<file path="config.mk">
export PLATFORM = sky130hd
export DESIGN_NAME = host_bus_to_dac_loader
export DESIGN_NICKNAME = d
export VERILOG_FILES = /design/src/logic/dac_loader_pkg.sv /design/src/logic/host_bus_to_dac_loader.sv
export VERILOG_INCLUDE_DIRS = /design/src /design/src/logic
export SDC_FILE = /design/constraint.sdc
export NUM_CORES = 1
export LEC_CHECK = 0
export BUFFER_PORTS_ARGS = -buffer_cell sky130_fd_sc_hd__buf_2
export CORE_AREA = 2 2 67 69
export CTS_BUF_LIST = sky130_fd_sc_hd__clkbuf_16
export CTS_CLUSTER_SIZE = 40
export DETAILED_ROUTE_END_ITERATION = 7
export DIE_AREA = 0 0 69 71
export GPL_ROUTABILITY_DRIVEN = 0
export PLACE_DENSITY = 0.91
export SYNTH_ARGS = -nofsm -noshare
export SYNTH_HDL_FRONTEND = slang
export SYNTH_SLANG_ARGS = --single-unit
</file>
<file path="constraint.sdc">
create_clock -name ref_clk -period 3.07 [get_ports ref_clk]
set_input_delay 0.614 -clock ref_clk [delete_from_list [all_inputs] [get_ports ref_clk]]
set_output_delay 0.614 -clock ref_clk [all_outputs]
set_load 0.05 [all_outputs]
</file>
<file path="src/logic/dac_loader_map.svh">
`ifndef DAC_LOADER_MAP_SVH
`define DAC_LOADER_MAP_SVH
// ----------------------------------------------------------------------
// Field positions and reset values
// ----------------------------------------------------------------------
`define DL_OP_WRITE      2'h1
`define DL_ADDR_LSB      0
`define DL_OP_LSB        2
`define DL_SEL_LOW       2'h0
`define DL_SEL_MID       2'h1
`define DL_SEL_HIGH      2'h2
`define DL_IDLE_LEVEL    1'b1
`define DL_WORD_RESET    16'h0000
`define DL_NIB_RESET     4'h0
`define DL_BYTE_RESET    8'h00
`endif

</file>
<file path="src/logic/dac_loader_pkg.sv">
`default_nettype none
// ----------------------------------------------------------------------
// Shared types
// ----------------------------------------------------------------------
package dac_loader_pkg;
    typedef enum logic [0:0] {
        BYTE_FIRST  = 1'b0,
        BYTE_SECOND = 1'b1
    } byte_phase_e;
    typedef logic [3:0] nibble_t;
endpackage
`default_nettype wire

</file>
<file path="src/logic/host_bus_to_dac_loader.sv">
// Functional notes
// - Bus buffer drives only when converter addressed
// - First byte held, second forms 16-bit word
// - Converter bits right-justified in wide word
// - Chip-select and write only during load
// - Idle converter inputs held at defined level
// - Strobe fall latches address and op nibble
// - Low two bits address, high two op
// - Only write op enables converter decoder
// - Strobe rise loads decoded converter only
// - Two address lines pick low/mid/high nibble
// - Selector routes low or high bus nibble
// - Low byte fills low then middle nibble
// - Selector isolates converter unless addressed
// - Address and strobe gated while not addressed
`include "dac_loader_map.svh"
`timescale 1ns/1ps
`default_nettype none
module host_bus_to_dac_loader #(
    parameter int DAC_BITS = 12,  // Converter resolution
    parameter int NUM_DACS = 4    // Converters behind the expander
) (
    input  wire logic                ref_clk,
    input  wire logic                rst,
    // Byte-pair scheme
    input  wire logic                pair_addr_hit,
    input  wire logic                pair_wr,
    input  wire logic [7:0]          pair_data,
    output logic                     pair_buf_en,
    output logic [7:0]               pair_buf_out,
    output logic [15:0]              pair_word,
    output logic [DAC_BITS-1:0]      pair_dac_data,
    output logic                     pair_dac_load,
    // Expander scheme
    input  wire logic                expander_strobe,
    input  wire logic [3:0]          expander_nibble,
    output logic [NUM_DACS-1:0]      exp_dac_load,
    output logic [3:0]               exp_dac_data,
    output logic [1:0]               exp_reg_addr,
    // Nibble selector scheme
    input  wire logic                sel_addr_hit,
    input  wire logic                sel_wr,
    input  wire logic [1:0]          sel_addr,
    input  wire logic [7:0]          sel_data,
    output logic [3:0]               sel_dac_nibble,
    output logic [1:0]               sel_dac_addr,
    output logic                     sel_dac_wr,
    output logic [DAC_BITS-1:0]      sel_dac_word
);
    // The selector image has a full low and middle nibble and a high
    // nibble of one to four bits, so the word is 9 to 12 bits wide.
    // Only two latched address bits pick a converter, so at most four.
    initial begin
        if (DAC_BITS < 9 || DAC_BITS > 12 || NUM_DACS < 1 || NUM_DACS > 4)
            $error("host_bus_to_dac_loader: unsupported parameters");
    end

    // ------------------------------------------------------------------
    // Byte-pair assembly
    // ------------------------------------------------------------------
    dac_loader_pkg::byte_phase_e phase_r;       // Which byte comes next
    logic [7:0]                  hold_r;        // First byte holding latch
    logic [15:0]                 word_r;        // Assembled word
    logic                        load_r;        // One-cycle update pulse
    wire logic                   pair_take;     // Write to converter

    // Write taken only while the converter address is decoded
    // gated chip-select
    assign pair_take   = pair_addr_hit & pair_wr;
    assign pair_buf_en = pair_addr_hit;
    assign pair_buf_out = pair_addr_hit ? pair_data
                                        : {8{`DL_IDLE_LEVEL}};
    assign pair_word     = word_r;
    assign pair_dac_data = word_r[DAC_BITS-1:0];
    assign pair_dac_load = load_r;

    // Phase, holding latch and word; the word only moves as a whole
    always_ff @(posedge ref_clk) begin
        if (rst) begin
            phase_r <= dac_loader_pkg::BYTE_FIRST;
            hold_r  <= `DL_BYTE_RESET;
            word_r  <= `DL_WORD_RESET;
            load_r  <= 1'b0;
        end else begin
            load_r <= 1'b0;
            if (pair_take) begin
                if (phase_r == dac_loader_pkg::BYTE_FIRST) begin
                    hold_r  <= pair_data;
                    phase_r <= dac_loader_pkg::BYTE_SECOND;
                end else begin
                    word_r  <= {pair_data, hold_r};
                    load_r  <= 1'b1;
                    phase_r <= dac_loader_pkg::BYTE_FIRST;
                end
            end
        end
    end

    // Buffer enable follows the decoded address and nothing else
    chk_buf_enable: assert property (
        @(posedge ref_clk) disable iff (rst)
        pair_buf_en == pair_addr_hit)
        else $error("buffer enable not tied to address");

    // Idle converter inputs sit at the pull-up level
    chk_idle_level: assert property (
        @(posedge ref_clk) disable iff (rst)
        !pair_addr_hit |-> pair_buf_out == 8'hFF)
        else $error("idle bus not pulled up");

    // Second byte lands high, held first byte lands low
    chk_pair_word: assert property (
        @(posedge ref_clk) disable iff (rst)
        pair_take && phase_r == dac_loader_pkg::BYTE_SECOND |=>
        pair_word == {$past(pair_data), $past(hold_r)})
        else $error("second byte did not form word");

    // A first byte must never move the applied word
    chk_first_keeps: assert property (
        @(posedge ref_clk) disable iff (rst)
        pair_take && phase_r == dac_loader_pkg::BYTE_FIRST |=>
        pair_word == $past(pair_word) && !pair_dac_load)
        else $error("first byte changed the word");

    // Update pulse only after the second byte
    chk_second_only: assert property (
        @(posedge ref_clk) disable iff (rst)
        pair_dac_load |-> $past(phase_r) == dac_loader_pkg::BYTE_SECOND)
        else $error("converter updated on first byte");

    // Update pulse only after a gated write
    chk_load_gated: assert property (
        @(posedge ref_clk) disable iff (rst)
        pair_dac_load |-> $past(pair_take))
        else $error("converter load without gated write");

    // Update pulse lasts one clock
    chk_load_single: assert property (
        @(posedge ref_clk) disable iff (rst)
        pair_dac_load |=> !pair_dac_load)
        else $error("converter load pulse too long");

    // ------------------------------------------------------------------
    // Expander port scheme
    // ------------------------------------------------------------------
    // The strobe is sampled, so its edges are seen one clock late; the
    // host must hold each nibble across its strobe edge for a cycle.
    logic                        strobe_d_r;    // Strobe last cycle
    logic [3:0]                  cmd_r;         // Latched addr and op
    logic [3:0]                  exp_data_r;    // Data nibble out
    logic [NUM_DACS-1:0]         exp_load_r;    // Per-converter load
    wire logic                   strobe_fall;
    wire logic                   strobe_rise;
    wire logic [1:0]             cmd_op;
    wire logic [1:0]             cmd_addr;
    wire logic                   decoder_enable_high;
    wire logic                   decoder_enable_low_b;
    wire logic [NUM_DACS-1:0]    dac_pick;

    // One-hot decode of a converter index
    function automatic logic [NUM_DACS-1:0] onehot(input logic [1:0] a,
                                                   input logic en);
        logic [NUM_DACS-1:0] v;
        v = '0;
        if (en && int'(a) < NUM_DACS)
            v[a] = 1'b1;
        return v;
    endfunction

    assign strobe_fall = strobe_d_r & ~expander_strobe;
    assign strobe_rise = ~strobe_d_r & expander_strobe;
    assign cmd_addr = cmd_r[`DL_ADDR_LSB +: 2];
    assign cmd_op   = cmd_r[`DL_OP_LSB +: 2];
    assign decoder_enable_high  = (cmd_op == `DL_OP_WRITE);
    assign decoder_enable_low_b = ~decoder_enable_high;
    assign dac_pick = onehot(cmd_addr,
                             decoder_enable_high & ~decoder_enable_low_b);
    assign exp_dac_load = exp_load_r;
    assign exp_dac_data = exp_data_r;
    assign exp_reg_addr = cmd_addr;

    // Edge detection, command latch and load pulses
    always_ff @(posedge ref_clk) begin
        if (rst) begin
            strobe_d_r <= 1'b1;
            cmd_r      <= `DL_NIB_RESET;
            exp_data_r <= `DL_NIB_RESET;
            exp_load_r <= '0;
        end else begin
            strobe_d_r <= expander_strobe;
            exp_load_r <= '0;
            if (strobe_fall)
                cmd_r <= expander_nibble;
            if (strobe_rise) begin
                exp_data_r <= expander_nibble;
                exp_load_r <= dac_pick;
            end
        end
    end

    // Non-write op codes leave every converter unselected; the host's
    // read and logic ops are meant for its own port expander.
    chk_op_gate: assert property (
        @(posedge ref_clk) disable iff (rst)
        cmd_op != `DL_OP_WRITE |-> dac_pick == '0)
        else $error("non-write op selected converter");

    // Rising strobe loads the decoded converter, at most one
    chk_rise_load: assert property (
        @(posedge ref_clk) disable iff (rst)
        strobe_rise |=>
        exp_dac_load == $past(dac_pick) && $onehot0(exp_dac_load))
        else $error("wrong converter loaded");

    // No load pulse without a rising strobe
    chk_no_stray: assert property (
        @(posedge ref_clk) disable iff (rst)
        !$past(strobe_rise) |-> exp_dac_load == '0)
        else $error("converter loaded without strobe rise");

    // Falling strobe latches the whole command nibble
    chk_cmd_latch: assert property (
        @(posedge ref_clk) disable iff (rst)
        strobe_fall |=> cmd_r == $past(expander_nibble))
        else $error("command nibble not latched");

    // Register address comes from the two low bits
    chk_field_split: assert property (
        @(posedge ref_clk) disable iff (rst)
        strobe_fall |=> exp_reg_addr == $past(expander_nibble[1:0]))
        else $error("register address not from low bits");

    // ------------------------------------------------------------------
    // Nibble selector scheme
    // ------------------------------------------------------------------
    logic [DAC_BITS-1:0]         sel_word_r;    // Converter input image
    wire logic                   sel_take;
    wire logic [3:0]             sel_nib;

    // Middle address picks the upper half of the byte
    // nibble selector
    assign sel_nib = (sel_addr == `DL_SEL_MID) ? sel_data[7:4]
                                               : sel_data[3:0];
    assign sel_dac_nibble = sel_addr_hit ? sel_nib : `DL_NIB_RESET;
    assign sel_dac_addr = sel_addr_hit ? sel_addr : 2'h3;
    assign sel_take     = sel_addr_hit & sel_wr;
    assign sel_dac_wr   = sel_take;
    assign sel_dac_word = sel_word_r;

    // Image of the three converter nibble registers
    always_ff @(posedge ref_clk) begin
        if (rst) begin
            sel_word_r <= '0;
        end else if (sel_take) begin
            // low byte to low and middle
            case (sel_addr)
                `DL_SEL_LOW:  sel_word_r[3:0] <= sel_nib;
                `DL_SEL_MID:  sel_word_r[7:4] <= sel_nib;
                `DL_SEL_HIGH: sel_word_r[DAC_BITS-1:8] <=
                                  sel_nib[DAC_BITS-9:0];
                // Unused fourth address: image left alone
                default:      sel_word_r <= sel_word_r;
            endcase
        end
    end

    // Bus activity must not reach the converter while unaddressed
    chk_sel_isolate: assert property (
        @(posedge ref_clk) disable iff (rst)
        !sel_addr_hit |-> !sel_dac_wr && sel_dac_nibble == 4'h0)
        else $error("selector not isolating");

    // Gated address parks on the unused code while idle
    chk_sel_gate: assert property (
        @(posedge ref_clk) disable iff (rst)
        !sel_addr_hit |-> sel_dac_addr == 2'h3)
        else $error("converter address not gated");

    // Middle write takes the upper half of the low byte
    chk_mid_nibble: assert property (
        @(posedge ref_clk) disable iff (rst)
        sel_take && sel_addr == `DL_SEL_MID |=>
        sel_word_r[7:4] == $past(sel_data[7:4]))
        else $error("middle nibble not from bits 7:4");

    // Middle address routes bits 7:4 to the converter
    chk_mid_route: assert property (
        @(posedge ref_clk) disable iff (rst)
        sel_addr_hit && sel_addr == `DL_SEL_MID |->
        sel_dac_nibble == sel_data[7:4])
        else $error("middle address not routed from bits 7:4");

    // Low and high addresses route bits 3:0 to the converter
    chk_low_route: assert property (
        @(posedge ref_clk) disable iff (rst)
        sel_addr_hit && sel_addr != `DL_SEL_MID |->
        sel_dac_nibble == sel_data[3:0])
        else $error("low or high address not from bits 3:0");
endmodule // host_bus_to_dac_loader
`default_nettype wire

</file>
==> impl_metrics.csv <==
group,metric,value,unit
yosys,synth-seq-area-share,51.19,%
timing,fin_skew,0.004026,ns
drt,routed_wire_length_per_instance,12.92,um
finish,multi_input_comb_area,793.3,um2
yosys,postSynthNetCount,229,
timing,maxSlewViolCount,0,
timing,fin_crit,2.253,ns
clocking,tritoncts.num_buffers,5,
timing,hold_violations,0,
drt,drt-pass1-iter-count,4,
run_status,result_of_the_run,"finished, final reports clean",
yosys,synthesis.area_per_instance,9.972,um2
clocking,cts_hold_repair.buffers,0,
setup_path,endpoint_kind,"output port",
timing,worst_case_headroom_to_the_max_slew_limit,45.54,%
drt,detail_route.vias_per_cell,4.957,
power,power_frac_comb,13.1,%
clocking,tritoncts,"built",
setup_path,critical-path-max-stage-delay,0.39,ns
yosys,post_synth_instance_area,0.001994,mm2
setup_path,worst_ep_required_time,2.46,ns
setup_path,worst_r2r_path_depth,2,
global_routing,antenna_violations_before_repair,0,
clocking,cts_root_buf,"clkbuf_16",
yosys,register_bit_count_reported_by_yosys,51,
finish,n_antenna_cell,0,
setup_path,arrival,1.64,ns
clocking,count_of_h_tree_levels_built_during_cts,2,
power,power_switching_share,25.00,%
placement,port-buffer-count,95,
flow_run,cap_violations,0,
finish,syn2layout_area_growth,26.60,%
global_routing,grt_overflow_total,0,
clocking,tritoncts_num_sinks,51,
power,switching_power,371.5,uW
timing,achievable-frequency,443.9,MHz
floorplanning,io_pins,96,
global_routing,global_route_wire_length_before_repair,6934,um
placement,post-dp-hpwl,3104,um
timing,final.hold.worst_slack,0.4550,ns
floorplanning,die_h,71,um
floorplanning,floorplan.die.width,69,um
drt,detailroute.via_count,1616,
setup_path,timing.critical_path.depth,5,
clocking,path_clk_slew,0.06,ns
timing,rsz_0062_raised_after_global_routing,"false",
finish,drive_above_1_share,38.69,%
power,intPower,1.115,mW
power,irDropWorstVdd,371.3,uV
timing,fin_ws,0.8171,ns
clocking,ctsLongestPathBuffers,2,
power,seq_power_share,46.4,%
timing,timing_worst_slew_pin_value,0.8143,ns
drt,ant_nets_after_route,0,
setup_path,worstSetupStartpointType,"input pin",
floorplanning,floorplan.rows,24,
setup_path,cp_max_fo,5,
yosys,yosys.cell_types.count,23,
setup_path,criticalPathCategory,"in -> out",
setup_path,critical_path.top_delay_family,"simple AND/OR/NAND/NOR gates",
finish,nNetsFinal,303,
clocking,cts_resized,0,
global_routing,grt_resource_usage_total,17.36,%
clocking,worst_skew_pair.late_latency,0.28,ns
global_routing,grt_pass1_vias,1452,
setup_path,crit_buf_inv,2,
finish,layout.core_utilization,60.06,%
drt,detail_route.iter0.violations,61,
timing,layout_worst_path_cycle_share,73.39,%
finish,filler_cell_count,346,
worst_hold_path,min-delay-path-class,"reg -> reg",
power,power.static_leakage,1.269,nW
clocking,postCtsSetupBuffers,0,
finish,regArea,0.001021,mm2
floorplanning,fp.dieArea,0.004899,mm2
timing,report.final.setup_viol,0,
floorplanning,core_area,0.004204,mm2
setup_path,cpMaxStageDelayCell,"nor2b_1",
worst_hold_path,hold_path_depth,2,
drt,final_routed_wirelength,4213,um
power,share_clk_of_total_power,40.5,%
timing,final.setup.tns,0,ns
setup_path,cell_by_cell_trace_of_the_critical_path,"buf_2 > nor2b_1 > mux2i_1 > nor2b_1 > buf_2",
yosys,yosys_warnings,0,
global_routing,largest_net_degree_at_the_start_of_global_routing,34,
drt,drc,0,
floorplanning,floorplan.initialDensity,47.44,%
placement,dpl_worst_slack,0.7980,ns
yosys,synthesis.instances,200,
power,cellPowerDensity,588.6,mW/mm2
tightest hold or removal path: cells and delay by family, from the launching register on:
kind | cells | cell delay (ns)
AO/OA/AOI/OAI | 1 | 0.05
flip-flops | 1 | 0.31
AND/OR/NAND/NOR | 1 | 0.05
per-layer routing:
| metal | track usage, % | routed length, um | vias up |
|---|---|---|---|
| met5 | 0 | 0 | - |
| met4 | 5.447 | 35 | 0 |
| met3 | 5.556 | 353 | 4 |
| met2 | 29.06 | 2029 | 81 |
| met1 | 21.42 | 1795 | 727 |
| li1 | - | - | 804 |
synthesized netlist by cell type:
| cell | n | area (um2) |
|---|---|---|
| nor3b_4 | 1 | 18.77 |
| nand2_1 | 18 | 67.56 |
| clkbuf_1 | 6 | 22.52 |
| buf_2 | 4 | 20.02 |
| and4bb_2 | 1 | 12.51 |
| a31oi_2 | 1 | 12.51 |
| buf_4 | 16 | 120.1 |
| and2_1 | 1 | 6.260 |
| mux2i_1 | 24 | 240.2 |
| and3b_1 | 1 | 8.760 |
| inv_1 | 2 | 7.510 |
| nand3b_1 | 1 | 7.510 |
| nand3_1 | 1 | 5.000 |
| nor2_1 | 21 | 78.83 |
| clkbuf_2 | 2 | 10.01 |
| dfxtp_1 | 51 | 1021 |
| nor2b_1 | 6 | 37.54 |
| a21oi_1 | 9 | 45.04 |
| a22o_1 | 16 | 140.1 |
| nand4b_1 | 2 | 17.52 |
| nor3_1 | 4 | 20.02 |
| nand2b_1 | 11 | 68.82 |
| or2_2 | 1 | 6.260 |
flip-flops by register name, summed over array words and instances, names as in the netlist:
signal,count
pair_dac_load,1
pair_word,16
sel_dac_word,12
exp_dac_data,4
hold_r,8
exp_dac_load,4
phase_r,1
strobe_d_r,1
cmd_r,4
layout by cell type (no fill, tap or decap):
cell type    n
a21oi_1      9
a22o_1      16
a31oi_2      1
and2_1       1
and3b_1      1
and4bb_2     1
buf_2       95
bufinv_16    1
clkbuf_16    5
clkinvlp_4   1
dfxtp_1     51
inv_1        2
mux2i_1     24
nand2_1     18
nand2b_1    11
nand3_1      1
nand3b_1     1
nand4b_1     2
nor2_1      21
nor2b_1      6
nor3_1       4
nor3b_4      1
or2_2        1
layout make-up:
type / instances / area share (%)
clock buffer: 5 / 4.955
clock inverter: 2 / 1.487
inverter: 2 / 0.2973
multi-input combinational: 119 / 31.42
sequential: 51 / 40.44
tap: 52 / 2.577
timing repair buffer: 95 / 18.83
power by group through the flow:
stage | combinational, mW | clock [mW] | sequential, mW
after CTS | 0.196 | 0.616 | 0.690
after floorplan | 0.120 | 0 | 0.730
after global placement | 0.192 | 0 | 0.703
final | 0.195 | 0.601 | 0.690
after detailed placement | 0.195 | 0 | 0.704
after global routing | 0.208 | 0.643 | 0.692
kinds of logic (layout without fill, tap and decap cells):
logic type             after synthesis  count (layout)  share of synthesized area (%)
DFF                                 51              51                          51.19
AOI/OAI and AO/OA                   26              26                          9.912
buffers and inverters               30             104                          9.034
and+or+nand+nor                     69              69                          17.82
muxes                               24              24                          12.05
stage by stage:
step / cell area (um2) / cells / total power, mW
detailed placement: 2362 / 319 / 0.8993
floorplan: 1994 / 200 / 0.8498
global placement: 2362 / 319 / 0.8951
global route: 2525 / 326 / 1.542
CTS: 2525 / 326 / 1.501
finish: 2525 / 326 / 1.486
worst paths after layout:
check                    from                end  slack, ns
setup / recovery  sel_addr[0]  sel_dac_nibble[0]       0.82
hold / removal      hold_r[1]          hold_r[1]       0.46
setup reg to reg      phase_r      pair_word[12]       1.72
hold reg to reg     hold_r[1]          hold_r[1]       0.46
Note: power is estimated with default switching activity, not from simulation.
